`config.mk`:
```
export PLATFORM = sky130hd
export DESIGN_NAME = tstf_formatter
export DESIGN_NICKNAME = d
export VERILOG_FILES = /design/src/include/tstf_pkg.sv /design/src/rtl/tstf_formatter.sv
export SDC_FILE = /design/constraint.sdc
export NUM_CORES = 1
export LEC_CHECK = 0
export ABC_AREA = 1
export CORE_MARGIN = 5
export CORE_UTILIZATION = 45
export DETAILED_ROUTE_END_ITERATION = 7
export DONT_BUFFER_PORTS = 1
export PLACE_DENSITY = 0.59
export SKIP_LAST_GASP = 1
export SLEW_MARGIN = 20
export SYNTH_ARGS = -nofsm -noshare
export SYNTH_HDL_FRONTEND = slang
export SYNTH_SLANG_ARGS = --single-unit
export TNS_END_PERCENT = 30
```
`constraint.sdc`:
```
create_clock -name i_clk -period 6.35 [get_ports i_clk]
set_clock_uncertainty 0.05 [all_clocks]
set_input_delay 0.9525 -clock i_clk [delete_from_list [all_inputs] [get_ports i_clk]]
set_output_delay 0.9525 -clock i_clk [all_outputs]
set_load 0.005 [all_outputs]
```
`src/include/tstf_pkg.sv`:
```
package tstf_pkg;
    localparam logic [7:0] C_STX  = 8'h02;
    localparam logic [7:0] C_ETX  = 8'h03;
    localparam logic [7:0] C_CR   = 8'h0d;
    localparam logic [7:0] C_LF   = 8'h0a;
    localparam logic [7:0] C_SP   = 8'h20;
    localparam logic [7:0] C_ZERO = 8'h30;
    localparam logic [7:0] C_FLD  = 8'h80;
    localparam int LEN_STD  = 32;
    localparam int LEN_GPS  = 36;
    localparam int LEN_CAP  = 31;
    localparam int LEN_SAT  = 29;
    localparam int LEN_LONG = 66;
    localparam int IDX_W    = 7;
    localparam int POS_STD_SEC = 24;
    localparam int POS_STD_U   = 27;
    localparam logic [11:0] A_CTRL = 12'h000;
    localparam logic [11:0] A_STAT = 12'h004;
    localparam logic [11:0] A_CNT  = 12'h008;
    localparam int CTRL_EN  = 0;
    localparam int CTRL_FMT = 1;
    localparam int STAT_BSY = 0;
    localparam int STAT_FMT = 1;
    localparam int STAT_IDX = 4;

    typedef enum logic [2:0] {
        FMT_STD  = 3'h0,
        FMT_GPS  = 3'h1,
        FMT_CAP  = 3'h2,
        FMT_SAT  = 3'h3,
        FMT_LONG = 3'h4
    } tstf_fmt_t;

    typedef struct packed {
        logic [7:0] day, mon, yr;
        logic [2:0] wday;
        logic [7:0] hr, min, sec;
    } tstf_time_t;

    typedef struct packed {
        logic       synced, pos_ok, utc, dst, ann_dst, ann_leap, leap_now, off_neg;
        logic [7:0] off_h, off_m;
        logic       leap_neg;
        logic [7:0] leap_cnt;
    } tstf_stat_t;

    typedef struct packed {
        logic [27:0] lat;
        logic        lat_s;
        logic [27:0] lon;
        logic        lon_w;
        logic [15:0] alt;
        logic        alt_neg;
    } tstf_pos_t;

    typedef struct packed {
        logic        ch;
        logic [27:0] frac;
        tstf_time_t  tm;
    } tstf_cap_t;

    function automatic logic [7:0] fc(input int k);
        return C_FLD | 8'(k);
    endfunction

    localparam logic [LEN_STD*8-1:0] TPL_STD = {C_STX, "D:", fc(0), fc(1), ".", fc(2), fc(3),
        ".", fc(4), fc(5), ";T:", fc(6), ";U:", fc(7), fc(8), ".", fc(9), fc(10), ".", fc(11),
        fc(12), ";", fc(13), fc(14), fc(15), fc(16), C_ETX};
    localparam logic [LEN_GPS*8-1:0] TPL_GPS = {C_STX, "D:", fc(0), fc(1), ".", fc(2), fc(3),
        ".", fc(4), fc(5), ";T:", fc(6), ";U:", fc(7), fc(8), ".", fc(9), fc(10), ".", fc(11),
        fc(12), ";", fc(13), fc(14), "G", fc(40), ";", fc(17), fc(18), fc(19), C_ETX};
    localparam logic [LEN_CAP*8-1:0] TPL_CAP = {"CH", fc(20), " ", fc(0), fc(1), ".", fc(2),
        fc(3), ".", fc(4), fc(5), " ", fc(7), fc(8), ":", fc(9), fc(10), ":", fc(11), fc(12),
        ".", fc(21), fc(22), fc(23), fc(24), fc(25), fc(26), fc(27), C_CR, C_LF};
    localparam logic [LEN_SAT*8-1:0] TPL_SAT = {C_STX, fc(0), fc(1), ".", fc(2), fc(3), ".",
        fc(4), fc(5), "/", fc(6), "/", fc(7), fc(8), ":", fc(9), fc(10), ":", fc(11), fc(12),
        fc(28), fc(29), fc(30), fc(31), fc(13), fc(39), C_CR, C_LF, C_ETX};
    localparam logic [LEN_LONG*8-1:0] TPL_LONG = {C_STX, fc(0), fc(1), ".", fc(2), fc(3), ".",
        fc(4), fc(5), "; ", fc(6), "; ", fc(7), fc(8), ":", fc(9), fc(10), ":", fc(11), fc(12),
        "; ", fc(33), fc(34), fc(35), ":", fc(36), fc(37), "; ", fc(13), fc(14), fc(38), fc(39),
        fc(40), " ", fc(41), ";", fc(42), fc(43), fc(44), ".", fc(45), fc(46), fc(47), fc(48),
        fc(49), " ", fc(50), fc(51), fc(52), ".", fc(53), fc(54), fc(55), fc(56), fc(57), " ",
        fc(58), fc(59), fc(60), fc(61), "m", C_ETX};
endpackage

```
`src/rtl/tstf_formatter.sv`:
```
// Our own choices: the APB slave port and the placing of the registers.
`timescale 1ns/1ps
// Operation
// - Standard telegram is 32 characters from STX to ETX
// - STX is 02h and starts right at the second pulse
// - ETX closing byte is 03h
// - Template literals sent verbatim, fields filled from values latched at the trigger
// - Seconds show 60 during an inserted leap second
// - First status char is '#' unsynced, space once synced
// - Second status char is space once position known, else marker
// - Zone char 'U' for UTC, 'S' summer, space for winter
// - Announcement char active only in last hour before change
// - Satellite telegram is 36 characters framed by STX and ETX
// - Satellite telegram uses raw satellite time, zone char 'G'
// - Satellite telegram ends with leap second count before ETX
// - Capture telegram is 31 characters ending CR LF
// - Capture telegram names input 0 or 1, then a space
// - Capture time carries seven fraction digits
// - Compact telegram is 29 characters with UTC, CET or CEST
// - Long telegram is 66 characters framed by STX and ETX
// - Long telegram carries sign and UTC offset hours and minutes
// - Long leap flag active only in the inserted 60th second
// - Position leading zeros become spaces; N/S and E/W follow
// - Altitude is whole meters above the ellipsoid
module tstf_formatter
    import tstf_pkg::*;
#(
    parameter int CNT_W = 32
) (
    input  wire logic        i_clk,
    input  wire logic        i_srst,
    input  wire logic        psel,
    input  wire logic        penable,
    input  wire logic        pwrite,
    input  wire logic [11:0] paddr,
    input  wire logic [31:0] pwdata,
    output logic      [31:0] prdata,
    output logic             pready,
    output logic             pslverr,
    input  wire logic        i_pps,
    input  wire tstf_time_t  i_loc_time,
    input  wire tstf_time_t  i_gps_time,
    input  wire tstf_stat_t  i_stat,
    input  wire tstf_pos_t   i_pos,
    input  wire logic        i_cap_stb,
    input  wire tstf_cap_t   i_cap,
    output logic       [7:0] o_tx_data,
    output logic             o_tx_valid,
    input  wire logic        i_tx_ready
);
    if (CNT_W < 1 || CNT_W > 32) begin : g_chk
        $error("CNT_W must be 1..32");
    end

    typedef enum logic [1:0] {
        ST_IDLE = 2'b01,
        ST_SEND = 2'b10
    } tstf_state_t;

    tstf_state_t      state;
    logic [IDX_W-1:0] idx;
    tstf_fmt_t        act_fmt;
    tstf_time_t       tm;
    tstf_stat_t       st;
    tstf_pos_t        pos;
    logic             cap_ch;
    logic [27:0]      cap_frac;
    logic             ctrl_en;
    tstf_fmt_t        ctrl_fmt;
    logic [CNT_W-1:0] count;
    logic             start;
    logic             fire;
    logic             last;
    logic             acc;

    function automatic logic [7:0] dig(input logic [3:0] d);
        return C_ZERO | {4'h0, d};
    endfunction

    // Lengths count both framing bytes of the framed telegrams and any CR LF trailer
    function automatic logic [IDX_W-1:0] len_of(input tstf_fmt_t f);
        case (f)
            FMT_STD:  return IDX_W'(LEN_STD);
            FMT_GPS:  return IDX_W'(LEN_GPS);
            FMT_CAP:  return IDX_W'(LEN_CAP);
            FMT_SAT:  return IDX_W'(LEN_SAT);
            default:  return IDX_W'(LEN_LONG);
        endcase
    endfunction

    function automatic logic [7:0] tpl_byte(input tstf_fmt_t f, input logic [IDX_W-1:0] i);
        int ii;
        ii = int'(i);
        case (f)
            FMT_STD:  return TPL_STD[(LEN_STD-1-ii)*8 +: 8];
            FMT_GPS:  return TPL_GPS[(LEN_GPS-1-ii)*8 +: 8];
            FMT_CAP:  return TPL_CAP[(LEN_CAP-1-ii)*8 +: 8];
            FMT_SAT:  return TPL_SAT[(LEN_SAT-1-ii)*8 +: 8];
            default:  return TPL_LONG[(LEN_LONG-1-ii)*8 +: 8];
        endcase
    endfunction

    // Field characters are built from the latched snapshot only
    function automatic logic [7:0] fchar(input logic [5:0] k);
        logic [7:0] c;
        c = C_SP;
        case (k)
            6'd0:  c = dig(tm.day[7:4]);
            6'd1:  c = dig(tm.day[3:0]);
            6'd2:  c = dig(tm.mon[7:4]);
            6'd3:  c = dig(tm.mon[3:0]);
            6'd4:  c = dig(tm.yr[7:4]);
            6'd5:  c = dig(tm.yr[3:0]);
            6'd6:  c = dig({1'b0, tm.wday});
            6'd7:  c = dig(tm.hr[7:4]);
            6'd8:  c = dig(tm.hr[3:0]);
            6'd9:  c = dig(tm.min[7:4]);
            6'd10: c = dig(tm.min[3:0]);
            6'd11: c = st.leap_now ? "6" : dig(tm.sec[7:4]);
            6'd12: c = st.leap_now ? "0" : dig(tm.sec[3:0]);
            6'd13: c = st.synced ? C_SP : "#";
            6'd14: c = st.pos_ok ? C_SP : "*";
            6'd15: c = st.utc ? "U" : (st.dst ? "S" : C_SP);
            6'd16: c = st.ann_dst ? "!" : (st.ann_leap ? "A" : C_SP);
            6'd17: c = st.leap_neg ? "-" : C_SP;
            6'd18: c = dig(st.leap_cnt[7:4]);
            6'd19: c = dig(st.leap_cnt[3:0]);
            6'd20: c = dig({3'h0, cap_ch});
            6'd21: c = dig(cap_frac[27:24]);
            6'd22: c = dig(cap_frac[23:20]);
            6'd23: c = dig(cap_frac[19:16]);
            6'd24: c = dig(cap_frac[15:12]);
            6'd25: c = dig(cap_frac[11:8]);
            6'd26: c = dig(cap_frac[7:4]);
            6'd27: c = dig(cap_frac[3:0]);
            6'd28: c = st.utc ? "U" : "C";
            6'd29: c = st.utc ? "T" : "E";
            // Zone name fills four columns; the three-letter names pad with a space
            6'd30: c = st.utc ? "C" : (st.dst ? "S" : "T");
            6'd31: c = (!st.utc && st.dst) ? "T" : C_SP;
            6'd32: c = C_SP;
            6'd33: c = st.off_neg ? "-" : "+";
            6'd34: c = dig(st.off_h[7:4]);
            6'd35: c = dig(st.off_h[3:0]);
            6'd36: c = dig(st.off_m[7:4]);
            6'd37: c = dig(st.off_m[3:0]);
            6'd38: c = (!st.utc && st.dst) ? "S" : C_SP;
            6'd39: c = st.ann_dst ? "!" : C_SP;
            6'd40: c = st.ann_leap ? "A" : C_SP;
            6'd41: c = st.leap_now ? "L" : C_SP;
            6'd42: c = (pos.lat[27:24] == 4'h0) ? C_SP : dig(pos.lat[27:24]);
            6'd43: c = (pos.lat[27:20] == 8'h00) ? C_SP : dig(pos.lat[23:20]);
            6'd44: c = dig(pos.lat[19:16]);
            6'd45: c = dig(pos.lat[15:12]);
            6'd46: c = dig(pos.lat[11:8]);
            6'd47: c = dig(pos.lat[7:4]);
            6'd48: c = dig(pos.lat[3:0]);
            6'd49: c = pos.lat_s ? "S" : "N";
            6'd50: c = (pos.lon[27:24] == 4'h0) ? C_SP : dig(pos.lon[27:24]);
            6'd51: c = (pos.lon[27:20] == 8'h00) ? C_SP : dig(pos.lon[23:20]);
            6'd52: c = dig(pos.lon[19:16]);
            6'd53: c = dig(pos.lon[15:12]);
            6'd54: c = dig(pos.lon[11:8]);
            6'd55: c = dig(pos.lon[7:4]);
            6'd56: c = dig(pos.lon[3:0]);
            6'd57: c = pos.lon_w ? "W" : "E";
            // Negative altitude takes the first column, so only three digits remain
            6'd58: c = pos.alt_neg ? "-"
                     : ((pos.alt[15:12] == 4'h0) ? C_SP : dig(pos.alt[15:12]));
            6'd59: c = (pos.alt[15:8] == 8'h00) ? C_SP : dig(pos.alt[11:8]);
            6'd60: c = (pos.alt[15:4] == 12'h000) ? C_SP : dig(pos.alt[7:4]);
            6'd61: c = dig(pos.alt[3:0]);
            default: c = C_SP;
        endcase
        return c;
    endfunction

    function automatic logic [7:0] char_at(input tstf_fmt_t f, input logic [IDX_W-1:0] i);
        logic [7:0] b;
        b = tpl_byte(f, i);
        return b[7] ? fchar(b[5:0]) : b;
    endfunction

    assign o_tx_valid = (state == ST_SEND);
    assign fire       = o_tx_valid && i_tx_ready;
    assign last       = (idx == len_of(act_fmt) - IDX_W'(1));
    // Capture telegrams follow the capture strobe; all others ride the second pulse
    assign start      = (state == ST_IDLE) && ctrl_en && (ctrl_fmt <= FMT_LONG)
                      && ((ctrl_fmt == FMT_CAP) ? i_cap_stb : i_pps);

    always_ff @(posedge i_clk) begin
        if (i_srst) begin
            state <= ST_IDLE;
            idx   <= '0;
        end else begin
            case (state)
                ST_IDLE: begin
                    if (start) begin
                        state <= ST_SEND;
                        idx   <= '0;
                    end
                end
                ST_SEND: begin
                    if (fire) begin
                        if (last) begin
                            state <= ST_IDLE;
                        end else begin
                            idx <= idx + IDX_W'(1);
                        end
                    end
                end
                default: state <= ST_IDLE;
            endcase
        end
    end

    // Snapshot keeps one telegram self-consistent even if the core ticks mid-frame
    // Position and capture fields are latched for every format; unused ones cost only flops
    always_ff @(posedge i_clk) begin
        if (i_srst) begin
            act_fmt  <= FMT_STD;
            tm       <= '0;
            st       <= '0;
            pos      <= '0;
            cap_ch   <= 1'b0;
            cap_frac <= '0;
        end else if (start) begin
            act_fmt  <= ctrl_fmt;
            pos      <= i_pos;
            st       <= i_stat;
            cap_ch   <= i_cap.ch;
            cap_frac <= i_cap.frac;
            case (ctrl_fmt)
                FMT_GPS: tm <= i_gps_time;
                FMT_CAP: tm <= i_cap.tm;
                default: tm <= i_loc_time;
            endcase
        end
    end

    // First character comes from the template alone, so it is ready one cycle after the pulse
    always_ff @(posedge i_clk) begin
        if (i_srst) begin
            o_tx_data <= C_SP;
        end else if (start) begin
            o_tx_data <= tpl_byte(ctrl_fmt, '0);
        end else if (fire && !last) begin
            o_tx_data <= char_at(act_fmt, idx + IDX_W'(1));
        end
    end

    // Counter wraps silently; software takes differences, not absolutes
    always_ff @(posedge i_clk) begin
        if (i_srst) begin
            count <= '0;
        end else if (fire && last) begin
            count <= count + CNT_W'(1);
        end
    end

    // Zero-wait APB slave; unmapped addresses answer with an error
    assign pready = 1'b1;
    assign acc    = psel && penable;

    always_ff @(posedge i_clk) begin
        if (i_srst) begin
            ctrl_en  <= 1'b0;
            ctrl_fmt <= FMT_STD;
        end else if (acc && pwrite && paddr == A_CTRL) begin
            ctrl_en  <= pwdata[CTRL_EN];
            ctrl_fmt <= tstf_fmt_t'(pwdata[CTRL_FMT +: 3]);
        end
    end

    // Status reads are side-effect free, so polling cannot disturb a telegram
    always_comb begin
        prdata  = '0;
        pslverr = 1'b0;
        if (acc) begin
            case (paddr)
                A_CTRL: begin
                    prdata[CTRL_EN]        = ctrl_en;
                    prdata[CTRL_FMT +: 3]  = ctrl_fmt;
                end
                A_STAT: begin
                    prdata[STAT_BSY]       = o_tx_valid;
                    prdata[STAT_FMT +: 3]  = act_fmt;
                    prdata[STAT_IDX +: IDX_W] = idx;
                end
                A_CNT: prdata[CNT_W-1:0] = count;
                default: pslverr = 1'b1;
            endcase
        end
    end

    // Checks
    logic [IDX_W-1:0] nchr;
    always_ff @(posedge i_clk) begin
        if (i_srst || start) begin
            nchr <= '0;
        end else if (fire) begin
            nchr <= nchr + IDX_W'(1);
        end
    end
endmodule // tstf_formatter

```
==> results of run 1 <==
[cells by family (layout without fill, tap and decap cells)]
kind of cell               after synthesis  after routing
adders and majority gates               10             10
and+or+nand+nor                       1487           1487
DFF                                    243            243
other                                    2              4
AOI/OAI and AO/OA                      555            555
buffers and inverters                  412            375
xor gates and xnor gates                14             14
[worst max-delay path by stage]
stage | startpoint | endpoint | slack, ns | cells after the start
global route | idx[0] | o_tx_data[3] | 0.83 | 28
detailed placement | idx[0] | o_tx_data[2] | 1.43 | 30
global placement | idx[0] | o_tx_data[2] | 1.40 | 30
floorplan | idx[0] | o_tx_data[2] | 1.44 | 31
CTS | idx[0] | o_tx_data[2] | 1.41 | 30
finish | idx[0] | o_tx_data[2] | 1.27 | 29
[metal layers]
metal | track usage | up-vias | part of all wire
met5 | 0 | - | 0.00020
met4 | 0.1155 | 2 | 0.044
met3 | 0.04861 | 151 | 0.069
met2 | 0.4829 | 755 | 0.46
met1 | 0.3954 | 8397 | 0.43
li1 | - | 8956 | -
[through the flow]
| stage | util | total power, mW | cells | instance area [µm²] |
|---|---|---|---|---|
| after floorplan | - | 1.613 | 2723 | 16560 |
| after global placement | 0.4667 | 1.626 | 3104 | 17000 |
| after detailed placement | 0.4667 | 1.627 | 3104 | 17000 |
| after CTS | 0.4936 | 3.332 | 3154 | 17980 |
| after global routing | 0.4939 | 3.413 | 3156 | 17990 |
| final | 0.4939 | 3.309 | 3156 | 17990 |
[area by class of cell]
| type | count | area (µm²) | area share |
|---|---|---|---|
| Multi-Input combinational cell | 2068 | 10060 | 0.5591 |
| Sequential cell | 243 | 4865 | 0.2704 |
| Inverter | 263 | 994.7 | 0.05528 |
| Clock buffer | 35 | 755.7 | 0.04200 |
| Tap cell | 468 | 585.6 | 0.03254 |
| Timing Repair Buffer | 62 | 503.0 | 0.02795 |
| Clock inverter | 15 | 224.0 | 0.01245 |
| Antenna cell | 2 | 5.005 | 0.0002781 |
[sequential cells by signal, summed over array words and instances, names as in the netlist, 2 cells and up]
signal	flops
o_tx_data	7
pos	75
cap_frac	28
idx	7
tm	51
act_fmt	3
count	32
state	2
st	33
ctrl_fmt	3
[placed cells by master, fill, tap and decap left out, types with 4 or more instances in the layout]
cell type and instances:
nand2_1 714, nor2_1 311, o21ai_0 254, dfxtp_1 243
inv_1 215, nand3_1 213, a21oi_1 153, nand4_1 83
buf_4 59, nor3_1 56, inv_2 39, o21ai_1 34
a41oi_1 29, clkbuf_16 27, a31oi_1 26, nand2_2 15
nor2_2 15, nor4_1 15, o22ai_1 13, nor2_4 13
nand3_2 12, a211oi_1 12, o211ai_1 10, ha_1 10
xor2_1 9, nor3b_1 8, nand2_4 6, clkinv_1 6
nor3_2 6, clkinv_2 6, clkbuf_8 5, bufinv_16 5
nor2_8 4, nand3b_1 4
[critical path: cells and delay by family, from the launching register on]
family / cells / cell delay, ns
DFF: 1 / 0.43
and+or+nand+nor: 23 / 3.76
adders and majority gates: 1 / 0.31
buffers and inverters: 2 / 0.22
AOI/OAI and AO/OA: 3 / 0.17
[power groups by stage]
| stage | clock network (mW) | logic (mW) | registers, mW |
|---|---|---|---|
| floorplan | 0 | 0.0552 | 1.56 |
| detailed placement | 0 | 0.0692 | 1.56 |
| CTS | 1.74 | 0.0696 | 1.52 |
| finish | 1.72 | 0.0696 | 1.52 |
| global route | 1.81 | 0.0801 | 1.52 |
| global placement | 0 | 0.0679 | 1.56 |
==> metrics, run 1 <==
status=completed; die area=40730 µm²; Synth Flop Type=dfxtp_1; I/O pin count=385; Tcrit/Tclk final=0.7992; Die Wd=201.8 µm; worst slack, placed=1.433 ns; Core Box Area=36430 µm²; final wirelength=64030 µm; number of global-route vias before repair=17184; Antenna Nets Post-Route=0; initial antenna violation count=3; mux cell area share after synthesis=0; CP arrival=5.47 ns; Worst R2R Start=idx[0]; hold depth=2; terminus of the critical flop-to-flop path=o_tx_data[2]; main combinational cell family by area after synthesis=simple AND/OR/NAND/NOR gates; DR iter-0 viols=1440; Post-Synth Adder-Cell Area=0.007557; # setup viols final=0; Total Neg Setup Slack=0 ns; crit path launch type=flop; most common cell in the netlist=nand2_1; Setup crit end kind=flop; Final Slew Violations=0; power share of the clock group=0.518; Internal Power=2.592 mW; sequential share of the synthesized area=0.2938; Mapped Area=16560 µm²; Via density=5.786; worst vdd ir=216.4 µV; Synth Area in Simple Gates=0.4043; Synth area leaders=dfxtp_1, nand2_1, o21ai_0, nor2_1, nand3_1; CTS clk-pin slew, worst paths=0.06 ns; num rows=70; post-synthesis cell type count=63; worst hold slack=0.4006 ns; Post-layout nets=3017; synthesized net count=3075; Mapped Cells=2723; slew at the pin closest to its max-slew limit=1.129 ns; post-synthesis xor/xnor area fraction=0.008313; crit path kind=flop to flop; htree depth=1; register-to-register path setup slack=1.27 ns; critical path's most frequent cell=nand2_1; Period minus WS final=5.075 ns; Max Cap Viol=0; Post-synth top cells=nand2_1, nor2_1, o21ai_0; leading area contributor after synthesis=dfxtp_1; Initial Util=0.4544; global-route usage over all layers=0.2967; # DRC=0; global placement routability congestion=1.022; grt total ovfl=0; routed len/inst=20.29 µm; Post-DP HPWL=49110 µm; share of cells above drive strength 1=0.08898; Combinational Power Share=0.021; CTS tree=yes; Max Root-Sink Buffers=3; Pleak=7.266 nW; Sw Share=0.2167; final hold vios=0; Post-CTS Resized=0; Hold EP=pos[62]; chip height=201.8 µm; pwr/cell area=183.9 nW/µm²; number of buffers created by CTS=27; highest clock rate=197.0 MHz; hold_buf cts=0; Setup Buffers After CTS=0; Filler Cells Inserted=3962; syn avg cell area=6.080 µm²; Pre-antenna DRT Iters=5; YS warnings=0; Hold Path Class=flop to flop; Root Buffer=clkbuf_16; compound-gate portion of the synthesized area=0.1857; reg2reg path depth=29; critical path peak fanout=22; crit path max-delay cell type=dfxtp_1; Worst slew margin=0.2463; Sink Count=243; largest net degree at the start of global routing=235; RSZ-0062 raised after global routing=false; Seq cells post-synth=243; sequential power share=0.461; Yosys top cell area share=0.2938; first-pass GRT wire length=98060 µm; via count=18261; required time of the worst setup path=6.74 ns; clock latency on the worst-skew pair=0.56 ns; Worst path max stage delay=0.43 ns; area added between synthesis and finish=8.675%; P_sw=0.7173 mW; EDFF count, synth=0; Hold Crit Start=pos[62]; final setup margin=1.275 ns; port buffer count=0; ys async rst share=0
Note: power is estimated with default switching activity, not from simulation.
==> run 2, diff against run 1 <==
PLACE_DENSITY = 0.61   (was 0.59)
clock period = 4.3 ns   (was 6.35 ns; I/O delays follow)
==> metrics, run 2 (synthesized netlist as in run 1, its figures left out) <==
highest clock rate=243.3 MHz; status=completed; Setup crit end kind=flop; clock latency on the worst-skew pair=0.55 ns; cell family contributing the most delay on the critical path=buffers and inverters; Biggest register=pos; Period minus WS final=4.109 ns; grt total ovfl=0; Via density=5.663; commonest non-fill, non-tap cell in the layout=nand2_1; Initial Util=0.4544; largest net degree at the start of global routing=234; Post-layout nets=3254; crit path kind=flop to flop; Filler Cells Inserted=3709; max reg flops=75; htree depth=1; final hold vios=0; final wirelength=65690 µm; I/O pin count=385; Pleak=8.594 nW; DR iter-0 viols=1327; Tcrit/Tclk final=0.9557; Hold Path Class=input pin to flop; Post-DP HPWL=51960 µm; num rows=70; required time of the worst setup path=4.69 ns; Root Buffer=clkbuf_16; commonest non-fill, non-tap cells in the layout=nand2_1, nor2_1, buf_4; Max Cap Viol=0; via count=19215; Antenna Nets Post-Route=0; port buffer count=0; critical path's most frequent cell=buf_4; number of buffers created by CTS=28; Sequential cell area=4878 µm²; first-pass GRT wire length=101400 µm; Die Wd=201.8 µm; Pre-antenna DRT Iters=6; share of cells above drive strength 1=0.1875; RSZ-0062 raised after global routing=true; Max Root-Sink Buffers=3; worst hold slack=0.1241 ns; die area=40730 µm²; routed len/inst=19.36 µm; initial antenna violation count=1; # DRC=0; global-route usage over all layers=0.3055; Core Box Area=36430 µm²; Worst path max stage delay=0.37 ns; critical path peak fanout=7; CTS clk-pin slew, worst paths=0.06 ns; non-filler cells, final=3393; crit path launch type=flop; slew at the pin closest to its max-slew limit=0.9406 ns; area added between synthesis and finish=22.73%; pwr/cell area=249.2 nW/µm²; CP arrival=4.50 ns; crit path max-delay cell type=dfxtp_4; worst vdd ir=317.4 µV; Sink Count=243; chip height=201.8 µm; number of global-route vias before repair=18397; # setup viols final=0; CTS tree=yes; area occupied by multi-input gates=10450 µm²; dpl cells=3325; Top Registers=pos: 75 flops, tm: 51 flops, st: 33 flops; Buf/Inv on CP=11; Final Slew Violations=0; Worst slew margin=0.3714; global placement routability congestion=1.032; Total Neg Setup Slack=0 ns
-- run 2: cell types whose count changed in the layout (fill, tap and decap cells not counted), sizes merged --
cell	change
buf	+236
clkbuf	-3
inv	+3
bufinv	+2
clkinv	-1
-- run 2: path summary, 6_finish.rpt --
kind,startpoint,endpoint,slack (ns),depth (start not counted)
worst max-delay path,idx[0],o_tx_data[1],0.19,30
worst min-delay path,i_srst,idx[1],0.12,1
worst max register to register,idx[0],o_tx_data[1],0.19,30
worst min register to register,st[6],st[6],0.41,2
-- run 2: per-stage QoR --
stage | utilization | total power, mW | setup WS [ns] | cell area, µm²
2_1_floorplan | - | 2.383 | 0.005764 | 16600
3_3_place_gp | 0.5144 | 2.402 | -0.1132 | 18740
3_5_place_dp | 0.5144 | 2.404 | -0.1127 | 18740
4_1_cts | 0.5448 | 5.101 | -0.0003091 | 19850
5_1_grt | 0.5576 | 5.208 | -0.02825 | 20320
6_report | 0.5577 | 5.063 | 0.1907 | 20320
-- run 2: layout make-up --
cell class / instances / area share
Timing Repair Buffer: 298 / 0.1158
Antenna cell: 2 / 0.0002463
Sequential cell: 243 / 0.2401
Multi-Input combinational cell: 2068 / 0.5143
Tap cell: 468 / 0.02882
Clock inverter: 19 / 0.01453
Inverter: 263 / 0.04907
Clock buffer: 32 / 0.03725
-- run 2: power breakdown --
part | switching, mW | internal (mW)
clock | 1.02 | 1.69
combinational | 0.0741 | 0.0294
sequential | 0.0000433 | 2.25
total | 1.09 | 3.97
-- run 2: metal layers --
layer / global-route usage / wire length (µm)
met1: 0.3942 / 27840
met2: 0.5222 / 31210
met3: 0.04219 / 3949
met4: 0.1116 / 2684
met5: 0 / 0
-- run 2: what timing repair did --
action	CTS	global route
gates cloned	0	0
resized for setup	15	92
hold buffers	0	0
buffers inserted	0	15
endpoints found under the setup margin	5	20
pin swaps	1	26
